`config.mk`:
```
export PLATFORM = sky130hd
export DESIGN_NAME = lcpc_top
export DESIGN_NICKNAME = d
export VERILOG_FILES = /design/src/design/lcpc_pkg.sv /design/src/design/lcpc_top.sv
export VERILOG_INCLUDE_DIRS = /design/src /design/src/design
export SDC_FILE = /design/constraint.sdc
export NUM_CORES = 1
export LEC_CHECK = 0
export BUFFER_PORTS_ARGS = -buffer_cell sky130_fd_sc_hd__buf_2
export CELL_PAD_IN_SITES_DETAIL_PLACEMENT = 0
export CELL_PAD_IN_SITES_GLOBAL_PLACEMENT = 2
export CORE_MARGIN = 4
export CORE_UTILIZATION = 29
export CTS_CLUSTER_DIAMETER = 100
export DETAILED_ROUTE_END_ITERATION = 12
export PLACE_DENSITY_LB_ADDON = 0.1
export SLEW_MARGIN = 20
export SYNTH_ARGS = -nofsm -noshare
export SYNTH_HDL_FRONTEND = slang
export SYNTH_SLANG_ARGS = --single-unit
```
`constraint.sdc`:
```
create_clock -name CLK -period 4.2 [get_ports CLK]
set_clock_uncertainty 0.2 [all_clocks]
set_input_delay 0.21 -clock CLK [delete_from_list [all_inputs] [get_ports CLK]]
set_output_delay 0.21 -clock CLK [all_outputs]
set_load 0.03 [all_outputs]
```
`src/design/lcpc_defs.svh`:
```
`ifndef LCPC_DEFS_SVH
`define LCPC_DEFS_SVH

// byte addresses on the register bus
`define LCPC_ADDR_CPC 8'h00
`define LCPC_ADDR_STATUS 8'h04
`define LCPC_ADDR_BIE 8'h20

// channel power control fields
`define LCPC_TX_CH0_BIT 0
`define LCPC_TX_CH1_BIT 1
`define LCPC_TX_CH2_BIT 2
`define LCPC_RSVD3_BIT 3
`define LCPC_RX_CH0_BIT 4
`define LCPC_RX_CH1_BIT 5
`define LCPC_RX_CH2_BIT 6
`define LCPC_TX_LSB 0
`define LCPC_TX_MSB 2
`define LCPC_RX_LSB 4
`define LCPC_RX_MSB 6
`define LCPC_CPC_WMASK 8'h77
`define LCPC_CPC_RESET 8'h00

// block interrupt enable fields
`define LCPC_BIE_WMASK 8'h07
`define LCPC_BIE_RESET 8'h00

// status register fields
`define LCPC_ST_PIN_LSB 0
`define LCPC_ST_DRV_LSB 4

`endif

```
`src/design/lcpc_pkg.sv`:
```
package lcpc_pkg;

   typedef enum logic {
      LCPC_APB_IDLE,
      LCPC_APB_ACCESS
   } lcpc_apb_state_type;

   typedef struct packed {
      logic psel;
      logic penable;
      logic pwrite;
      logic [7:0] paddr;
      logic [31:0] pwdata;
   } lcpc_apb_req_type;

   typedef struct packed {
      logic [2:0] pos;
      logic [2:0] neg;
   } lcpc_line_type;

   typedef struct packed {
      lcpc_apb_state_type apb;
      logic [7:0] cpc;
      logic [7:0] bie;
      logic pready;
      logic pslverr;
      logic [31:0] prdata;
      logic [2:0] pin_s1;
      logic [2:0] pin_s2;
      lcpc_line_type rx_s1;
      lcpc_line_type rx_s2;
      lcpc_line_type rx_out;
      lcpc_line_type tx_out;
      logic [2:0] tx_oe;
      logic [2:0] rx_on;
   } lcpc_state_type;

endpackage

```
`src/design/lcpc_top.sv`:
```
// Overview of operation
// - clearing bit 5 shuts off the channel 1 receive section, setting it turns it on.
// - an enabled receive section passes its line input pair through to the data side.
// - a receive section that is off has its data outputs gated, so its outputs rest at zero.
// - bit 4 turns the channel 0 receive section on when set and off when cleared.
// - clearing bit 2 disables the channel 2 driver and floats both of its line outputs.
// - a set transmit bit, with that channel's driver enable pin high, enables that driver and sends line pulses on its output pair.
// - bit 1 enables the channel 1 driver when set with its enable pin high and floats both its outputs when cleared.
// - bit 0 enables the channel 0 driver when set with its enable pin high and floats both its outputs when cleared.
`timescale 1ns/1ps
`include "lcpc_defs.svh"

module lcpc_top #(
   parameter int CHANNELS = 3
) (
   // clock and reset
   input wire logic CLK,
   input wire logic RST_N,
   // apb slave
   input wire logic PSEL,
   input wire logic PENABLE,
   input wire logic PWRITE,
   input wire logic [7:0] PADDR,
   input wire logic [31:0] PWDATA,
   output logic [31:0] PRDATA,
   output logic PREADY,
   output logic PSLVERR,
   // driver enable pins, asynchronous
   input wire logic [2:0] DRIVER_ENABLE_PIN,
   // receive line pairs, asynchronous
   input wire logic [2:0] LINE_RX_POSITIVE,
   input wire logic [2:0] LINE_RX_NEGATIVE,
   // recovered receive data
   output logic [2:0] RX_DATA_POSITIVE,
   output logic [2:0] RX_DATA_NEGATIVE,
   // receive section power
   output logic [2:0] RX_SECTION_ON,
   // transmit data from the terminal side, same clock
   input wire logic [2:0] TX_DATA_POSITIVE,
   input wire logic [2:0] TX_DATA_NEGATIVE,
   // transmit line pairs with output enable
   output logic [2:0] LINE_TX_POSITIVE,
   output logic [2:0] LINE_TX_NEGATIVE,
   output logic [2:0] LINE_TX_OE,
   // block interrupt enable bits, storage only
   output logic [2:0] BLOCK_INTERRUPT_ENABLE
);

   lcpc_pkg::lcpc_state_type s_q;
   lcpc_pkg::lcpc_state_type s_d;
   lcpc_pkg::lcpc_apb_req_type req;
   logic [2:0] drive_on;

   assign req.psel = PSEL;
   assign req.penable = PENABLE;
   assign req.pwrite = PWRITE;
   assign req.paddr = PADDR;
   assign req.pwdata = PWDATA;

   // driver runs only with both the register bit and the synced pin high
   assign drive_on = s_q.cpc[`LCPC_TX_MSB:`LCPC_TX_LSB] & s_q.pin_s2;

   // read value of each mapped register, zero above the 8 data bits
   function automatic logic [31:0] read_value(
      input logic [7:0] addr,
      input logic [7:0] cpc,
      input logic [7:0] bie,
      input logic [2:0] pins,
      input logic [2:0] drv
   );
      logic [31:0] v;
      v = 32'h0000_0000;
      case (addr)
         `LCPC_ADDR_CPC: begin
            v[7:0] = cpc & `LCPC_CPC_WMASK;
         end
         `LCPC_ADDR_BIE: begin
            v[7:0] = bie & `LCPC_BIE_WMASK;
         end
         `LCPC_ADDR_STATUS: begin
            v[`LCPC_ST_PIN_LSB +: 3] = pins;
            v[`LCPC_ST_DRV_LSB +: 3] = drv;
         end
         default: begin
            v = 32'h0000_0000;
         end
      endcase
      return v;
   endfunction

   function automatic logic addr_mapped(input logic [7:0] addr);
      logic ok;
      ok = (addr == `LCPC_ADDR_CPC) || (addr == `LCPC_ADDR_BIE) ||
           (addr == `LCPC_ADDR_STATUS);
      return ok;
   endfunction

   always_comb begin
      s_d = s_q;

      // two-flop synchronisers for the driver enable pins and the receive line pairs
      s_d.pin_s1 = DRIVER_ENABLE_PIN;
      s_d.pin_s2 = s_q.pin_s1;
      s_d.rx_s1.pos = LINE_RX_POSITIVE;
      s_d.rx_s1.neg = LINE_RX_NEGATIVE;
      s_d.rx_s2 = s_q.rx_s1;

      // apb: answer is prepared in setup, so access always has no wait
      case (s_q.apb)
         lcpc_pkg::LCPC_APB_IDLE: begin
            s_d.pready = 1'b0;
            s_d.pslverr = 1'b0;
            if (req.psel && !req.penable) begin
               s_d.apb = lcpc_pkg::LCPC_APB_ACCESS;
               s_d.pready = 1'b1;
               s_d.pslverr = !addr_mapped(req.paddr);
               s_d.prdata = 32'h0000_0000;
               if (!req.pwrite) begin
                  s_d.prdata = read_value(req.paddr, s_q.cpc, s_q.bie,
                                          s_q.pin_s2, drive_on);
               end
            end
         end
         lcpc_pkg::LCPC_APB_ACCESS: begin
            s_d.pready = 1'b0;
            s_d.pslverr = 1'b0;
            s_d.apb = lcpc_pkg::LCPC_APB_IDLE;
            if (req.psel && req.penable && req.pwrite) begin
               case (req.paddr)
                  `LCPC_ADDR_CPC: begin
                     // reserved bits 3 and 7 never take a write
                     s_d.cpc = req.pwdata[7:0] & `LCPC_CPC_WMASK;
                  end
                  `LCPC_ADDR_BIE: begin
                     s_d.bie = req.pwdata[7:0] & `LCPC_BIE_WMASK;
                  end
                  default: begin
                     s_d.cpc = s_q.cpc;
                  end
               endcase
            end
         end
         default: begin
            s_d.apb = lcpc_pkg::LCPC_APB_IDLE;
            s_d.pready = 1'b0;
            s_d.pslverr = 1'b0;
         end
      endcase

      // receive section power follows bits 6:4
      s_d.rx_on[0] = s_q.cpc[`LCPC_RX_CH0_BIT];
      s_d.rx_on[1] = s_q.cpc[`LCPC_RX_CH1_BIT];
      s_d.rx_on[2] = s_q.cpc[`LCPC_RX_CH2_BIT];

      // powered-down path holds its outputs low instead of random data
      s_d.rx_out.pos = s_q.rx_s2.pos & s_q.rx_on;
      s_d.rx_out.neg = s_q.rx_s2.neg & s_q.rx_on;

      // transmit driver: data only while enabled, otherwise floated
      s_d.tx_oe[0] = drive_on[`LCPC_TX_CH0_BIT];
      s_d.tx_oe[1] = drive_on[`LCPC_TX_CH1_BIT];
      s_d.tx_oe[2] = drive_on[`LCPC_TX_CH2_BIT];
      s_d.tx_out.pos = TX_DATA_POSITIVE & drive_on;
      s_d.tx_out.neg = TX_DATA_NEGATIVE & drive_on;
   end

   always_ff @(posedge CLK or negedge RST_N) begin
      if (!RST_N) begin
         s_q <= '0;
         s_q.cpc <= `LCPC_CPC_RESET;
         s_q.bie <= `LCPC_BIE_RESET;
      end else begin
         s_q <= s_d;
      end
   end

   assign PRDATA = s_q.prdata;
   assign PREADY = s_q.pready;
   assign PSLVERR = s_q.pslverr;
   assign RX_DATA_POSITIVE = s_q.rx_out.pos;
   assign RX_DATA_NEGATIVE = s_q.rx_out.neg;
   assign RX_SECTION_ON = s_q.rx_on;
   assign LINE_TX_POSITIVE = s_q.tx_out.pos;
   assign LINE_TX_NEGATIVE = s_q.tx_out.neg;
   assign LINE_TX_OE = s_q.tx_oe;
   assign BLOCK_INTERRUPT_ENABLE = s_q.bie[2:0];

endmodule

```
# Word level (Yosys, flattened, before mapping)
# Cells that the tools add are included.
[totals] reg_bits=80 latch_bits=0 ram_bits=0 romBits=0 in_bits=60 output_inout_bits=55 elab_cells=44 mem_count=0
[op_classes] n_addsub=0 mul=0 div_mod_pow=0 order_cmp=0 n_eq_ne=2 shift=0 n_mux=7 bitwise=6 reduce_logical=11
[op_table] op="$mux 34" count=1
[op_table] op="$and 3x3->3" count=5
[op_table] op="$pmux 3 s3" count=1
[op_table] op="$eq 8x3->1 const B" count=1
[op_table] op="$eq 8x6->1 const B" count=1
[op_table] op="$logic_not 8->1" count=1
[op_table] op="$mux 7" count=1
[op_table] op="$pmux 3 s2" count=1
[op_table] op="$reduce_and 3->1" count=2
[op_table] op="$pmux 2 s2" count=1
[op_table] op="$logic_and 1x1->1" count=3
[op_table] op="$logic_not 1->1" count=2
[op_table] op="$logic_or 1x1->1" count=2
[op_table] op="$pmux 1 s2" count=1
[op_table] op="$reduce_and 2->1" count=1
[op_table] op="$mux 1" count=1
[op_table] op="$not 1->1" count=1

# Logic depth before layout (Yosys ltp)
# Gate-level depths: netlist (run 1).
[depth] depth_word=6 mapped_depth=4 depth_no_buf=4

# Least setup slack after synthesis (run 1)
# No wires, ideal clock.
[synth_timing] path_type="in2reg" from="input port PADDR[5]" to="register s_q, in the netlist s_d[0]" arrival_ps=1614 required_time_ps=3875 path_slack_ps=2262 stages=4 path_buffers=1 path_cell_list="buf_6 or4_4 nor4_4 mux2_2"
[synth_between] elab_chain_len=2
[synth_rtl] item="start, declared" line_no="lcpc_top.sv:23" text="input wire logic [7:0] PADDR,"
[synth_rtl] item="$logic_not 8->1"
[synth_rtl] item="$reduce_and 3->1 (no source line)"
[synth_rtl] item="end, declared" line_no="lcpc_top.sv:49" text="lcpc_pkg::lcpc_state_type s_q;"
# Every way passes these cells.
# A chain may end at the register's enable or synchronous reset.

# Worst setup path in the final report (run 1)
# Ends and elaborated chain as after synthesis.

==> results of run 1 <==
-- per-layer routing --
metal  part of all wire (%)  global-route usage (%)  wire length, µm
met1                     40                   11.80             1728
met2                     50                   16.50             2127
met3                    8.4                   3.631              358
met4                    1.4                   3.555               59
met5                      0                       0                0
-- worst max-delay path: stages --
cell    delay (ps)
buf_2          160
or4_4          550
nor4_4         600
mux2_2         400
-- power by group --
| part | leakage (µW) | switching [µW] | internal, µW |
|---|---|---|---|
| combinational | 0.000673 | 60.9 | 30.9 |
| sequential | 0.000697 | 3.73 | 520 |
| clock | 0.0000395 | 151 | 119 |
-- what timing repair did --
item	CTS	global route
endpoints found under the hold margin	77	0
setup buffers	0	0
hold buffers	22	0
-- metrics by stage --
step	cells	setup WS, ps	area [µm²]	utilization, %	hold WS, ps
after floorplan	196	2262	2310	-	-285.6
after global placement	302	1918	2335	31.85	117.7
after detailed placement	302	1903	2335	31.85	119.8
after CTS	332	2232	2635	35.94	68.42
after global routing	332	2203	2635	35.94	88.91
final	332	2264	2635	35.94	75.14
-- synthesized netlist by cell type, drive strengths merged, types with 2 or more instances --
master and instances:
nand2 7, a2bb2oi 3, mux2 9, buf 54, clkbuf 2, o31ai 3, mux2i 6, and2 9
and3 6, o21ai 3, dfrtp 53, nor4 3
-- registers in the layout, indices dropped and copies added (netlist names) --
name and cells:
BLOCK_INTERRUPT_ENABLE 3, LINE_TX_NEGATIVE 3, LINE_TX_OE 3, LINE_TX_POSITIVE 3
PRDATA 6, PSLVERR 1, RX_DATA_NEGATIVE 3, RX_DATA_POSITIVE 3
RX_SECTION_ON 3, s_d 12, s_q 13
-- kinds of logic after synthesis --
logic type,count (synthesis),share of synthesized area (%)
compound gates,11,3.501
buf+inv,57,18.97
flops,53,59.85
mux,15,7.284
other cells,1,0.1692
simple gates,34,10.22
-- layout make-up --
type	count	area, µm²
Timing Repair Buffer	85	538.0
Inverter	1	3.754
Fill cell	743	4696
Multi-Input combinational cell	86	563.0
Tap cell	99	123.9
Clock buffer	8	80.08
Sequential cell	53	1326
-- worst paths after layout --
check	from	end	slack, ps	depth (start not counted)
max	PADDR[5]	s_d[0]$_DFFE_PN0P_	2260	4
min	PADDR[3]	PSLVERR$_DFF_PN0_	80	3
max reg2reg	s_q[86]$_DFF_PN0_	s_d[0]$_DFFE_PN0P_	2480	3
min reg2reg	s_d[22]$_DFF_PN0_	s_q[22]$_DFF_PN0_	150	0
max in group asynchronous	RST_N	s_q[86]$_DFF_PN0_	2980	3
min in group asynchronous	RST_N	RX_DATA_POSITIVE[0]$_DFF_PN0_	350	3
==> results.sh, run 1 <==
export IMPL_setup_violations=0
export IMPL_start_kind="primary input"
export IMPL_floorplan_die_width_um=95.41
export IMPL_fin_crit_ps=1936
export IMPL_grt_max_degree=54
export IMPL_ys_seq_area_share_pct=59.85
export IMPL_grt_pass1_vias=1332
export IMPL_slew_viol_final=0
export IMPL_netlist_top_cell_by_area="dfrtp_1"
export IMPL_grt_pass1_wl_um=6644
export IMPL_die_height_um=95.41
export IMPL_numCtsBuffers=5
export IMPL_final_common_cell="buf_2"
export IMPL_cap_violations=0
export IMPL_core_area_um2=7331
export IMPL_first_iter_violations=45
export IMPL_drt_pass1_iter_count=4
export IMPL_diodes=0
export IMPL_async_flop_share_pct=100.0
export IMPL_fin_nets=292
export IMPL_clock_latency_ps=300
export IMPL_cp_required_ps=4190
export IMPL_outcome="finished, final reports clean"
export IMPL_yosys_cell_types_count=28
export IMPL_synth_top_area_share_pct=59.85
export IMPL_syn_area_um2=2216
export IMPL_port_buffers=62
export IMPL_ant_nets=0
export IMPL_cts_clk_slew_worst_paths_ps=80
export IMPL_overflow=0
export IMPL_die_area_um2=9103
export IMPL_gp_congestion=0.6741
export IMPL_antenna_found_initial=0
export IMPL_wl_um=4273
export IMPL_slew_headroom_pct=55.34
export IMPL_cts_tree="built"
export IMPL_hold_viol_final=0
export IMPL_rows=31
export IMPL_dp_hpwl_um=3132
export IMPL_rsz0062_at_grt="false"
export IMPL_cp_max_fo=7
export IMPL_synth_area_top_cells="dfrtp_1 (60%), buf_4 (18%), mux2_2 (4.6%)"
export IMPL_start_util_pct=30.23
export IMPL_ios=115
export IMPL_synth_edff_count=0
export IMPL_tns_ps=0
export IMPL_hp_class="in2reg"
export IMPL_yosys_warnings=0
export IMPL_detailroute_via_count=1314
export IMPL_worst_pin_slew_ps=669.9
export IMPL_final_cell_mix="buf_2 (62), dfrtp_1 (53), conb_1 (26)"
export IMPL_drc=0
export IMPL_wire_per_inst_um=12.87
export IMPL_synth_area_per_cell_um2=12.96
export IMPL_ir_worst_vdd_mv=0.1104
export IMPL_synth_top_flop_cell="dfrtp_1"
export IMPL_worstPathArrival_ps=1920
export IMPL_cts_buffer_depth=2
export IMPL_synth_seq_cells=53
export IMPL_finalPower_uw=885.5
export IMPL_crit_path_end_kind="flip-flop"
export IMPL_p_leak_uw=0.001409
export IMPL_ctsResizeCount=0
export IMPL_finalCritPeriodShare_pct=46.10
export IMPL_grt_usage_pct=9.930
export IMPL_powerDensity_nw_per_um2=336.1
export IMPL_vias_per_cell=3.958
export IMPL_clock_root_buffer="clkbuf_8"
export IMPL_syn_inst=171
export IMPL_critPathKind="in2reg"
export IMPL_drive_above_1_share_pct=35.19
export IMPL_cts_sinks=53
export IMPL_areaGrowthSynthToFinish_pct=18.92
export IMPL_cts_max_level=2
export IMPL_max_freq_mhz=516.5
Power figures use the tool's default switching activity.
==> run 2, diff against run 1 <==
Settings changed: CORE_UTILIZATION 29 to 24.
Clock period 4.2 ns to 1.6 ns, I/O delays scaled along.
==> results.sh, run 2 (synthesis gave the netlist of run 1 again) <==
export IMPL_outcome="finished, final reports clean"
export IMPL_cts_tree="built"
export IMPL_cp_depth=5
export IMPL_die_area_um2=10830
export IMPL_clock_root_buffer="clkbuf_8"
export IMPL_pwr_share_clk_pct=32.5
export IMPL_antenna_found_initial=0
export IMPL_largest_register="s_q"
export IMPL_drive_above_1_share_pct=41.73
export IMPL_powerDensity_nw_per_um2=850.3
export IMPL_finalCritPeriodShare_pct=99.13
export IMPL_finalPower_uw=2469
export IMPL_cap_violations=0
export IMPL_ir_worst_vdd_mv=0.3004
export IMPL_fillCellCount=914
export IMPL_postLayoutCoreUtil_pct=32.82
export IMPL_cts_max_level=2
export IMPL_detailroute_via_count=1413
export IMPL_worstPathArrival_ps=1610
export IMPL_clock_latency_ps=310
export IMPL_cp_top_family="buffers and inverters"
export IMPL_cp_max_fo=3
export IMPL_hp_class="in2reg"
export IMPL_place_inst=323
export IMPL_final_common_cell="buf_2"
export IMPL_critPathKind="in2reg"
export IMPL_hold_viol_final=0
export IMPL_rsz0062_at_grt="true"
export IMPL_grt_pass1_vias=1513
export IMPL_crit_path_end_kind="flip-flop"
export IMPL_rows=34
export IMPL_grt_pass1_wl_um=7686
export IMPL_start_kind="primary input"
export IMPL_gp_congestion=0.7277
export IMPL_diodes=0
export IMPL_cts_sinks=53
export IMPL_numCtsBuffers=5
export IMPL_path_cells="buf_2, dlygate4sd3_1, nor4_2, nand2b_1, o31ai_1"
export IMPL_cp_required_ps=1630
export IMPL_overflow=0
export IMPL_first_iter_violations=34
export IMPL_max_freq_mhz=630.5
export IMPL_fin_nets=313
export IMPL_ant_nets=0
export IMPL_p_sw_uw=660.4
export IMPL_areaGrowthSynthToFinish_pct=31.06
export IMPL_largest_reg_flops=13
export IMPL_intPower_uw=1809
export IMPL_final_cell_mix="buf_2 (62), dfrtp_1 (52), dlygate4sd3_1 (30)"
export IMPL_floorplan_die_width_um=104.1
export IMPL_die_height_um=104.1
export IMPL_slowest_delay_ps=560
export IMPL_cp_num_buf_inv=2
export IMPL_ios=115
export IMPL_power_frac_comb_pct=11.7
export IMPL_grt_max_degree=21
export IMPL_slew_viol_final=0
export IMPL_start_util_pct=25.04
export IMPL_swShare_pct=26.74
export IMPL_cpMaxStageDelayCell="dlygate4sd3_1"
export IMPL_wl_um=4891
export IMPL_reg2regPathDepth=4
export IMPL_vias_per_cell=3.903
export IMPL_grt_usage_pct=9.024
export IMPL_fin_cells=362
export IMPL_drc=0
export IMPL_core_area_um2=8848
export IMPL_holdPathStages=5
export IMPL_fin_crit_ps=1586
export IMPL_drt_pass1_iter_count=2
export IMPL_p_leak_uw=0.001535
export IMPL_tns_ps=0
export IMPL_pwr_share_seq_pct=55.7
export IMPL_cts_clk_slew_worst_paths_ps=110
export IMPL_wire_per_inst_um=13.51
export IMPL_setup_violations=0
export IMPL_port_buffers=62
export IMPL_dp_hpwl_um=3651
export IMPL_cts_buffer_depth=2
## run 2: power by group through the flow
stage	sequential [µW]	combinational [µW]	clock, µW
2_1_floorplan	1410	168	0
3_3_place_gp	1400	219	0
3_5_place_dp	1400	222	0
4_1_cts	1380	279	847
5_1_grt	1380	314	911
6_report	1380	290	803
## run 2: per-layer routing
layer  vias to the layer above  routed length [µm]  track usage (%)
met2                        54                2468            15.46
met3                         9                 284            2.235
met4                         0                 127            4.558
met1                       696                2010            10.46
met5                         -                   0                0
li1                        654                   -                -
## run 2: what timing repair did
action / CTS / global route
setup buffers: 0 / 1
endpoints found under the hold margin: 81 / 3
resized for setup: 1 / 17
hold buffers: 29 / 1
pin swaps: 2 / 2
setup endpoints to repair: 15 / 15
## run 2: final timing paths
path | start | end | slack [ps]
min in group asynchronous | RST_N | LINE_TX_OE[1]$_DFF_PN0_ | 100
min | PADDR[3] | PRDATA[2]$_DFFE_PN0P_ | 20
max | PWRITE | PRDATA[6]$_DFFE_PN0P_ | 10
max in group asynchronous | RST_N | s_d[30]$_DFF_PN0_ | 370
max reg2reg | s_q[86]$_DFF_PN0_ | s_q[78]$_DFFE_PN0P_ | 30
min reg2reg | s_d[21]$_DFF_PN0_ | s_q[21]$_DFF_PN0_ | 160
## run 2: final cells by class
class	count	area [µm²]	share of cell area [%]
sequential	53	1328	45.71
tap	108	135.1	4.653
inverter	1	3.754	0.1293
multi-input combinational	86	613.1	21.11
clock inverter	3	28.78	0.9910
timing repair buffer	106	726.9	25.03
clock buffer	5	68.82	2.370
## run 2: tightest hold or removal path: cells and delay by family
family,cells,cell delay (ps)
buf+inv,2,200
simple gates,2,160
compound gates,1,60
## run 2: through the flow
step                      hold WS (ps)  cell area (µm²)  setup slack, ps
after detailed placement        -248.6             2437           -226.6
after global placement          -257.8             2437           -230.0
after CTS                       -9.270             2829           -26.29
after global routing             15.27             2904           -28.85
after floorplan                 -415.6             2321           -114.3
final                            17.29             2904            13.97
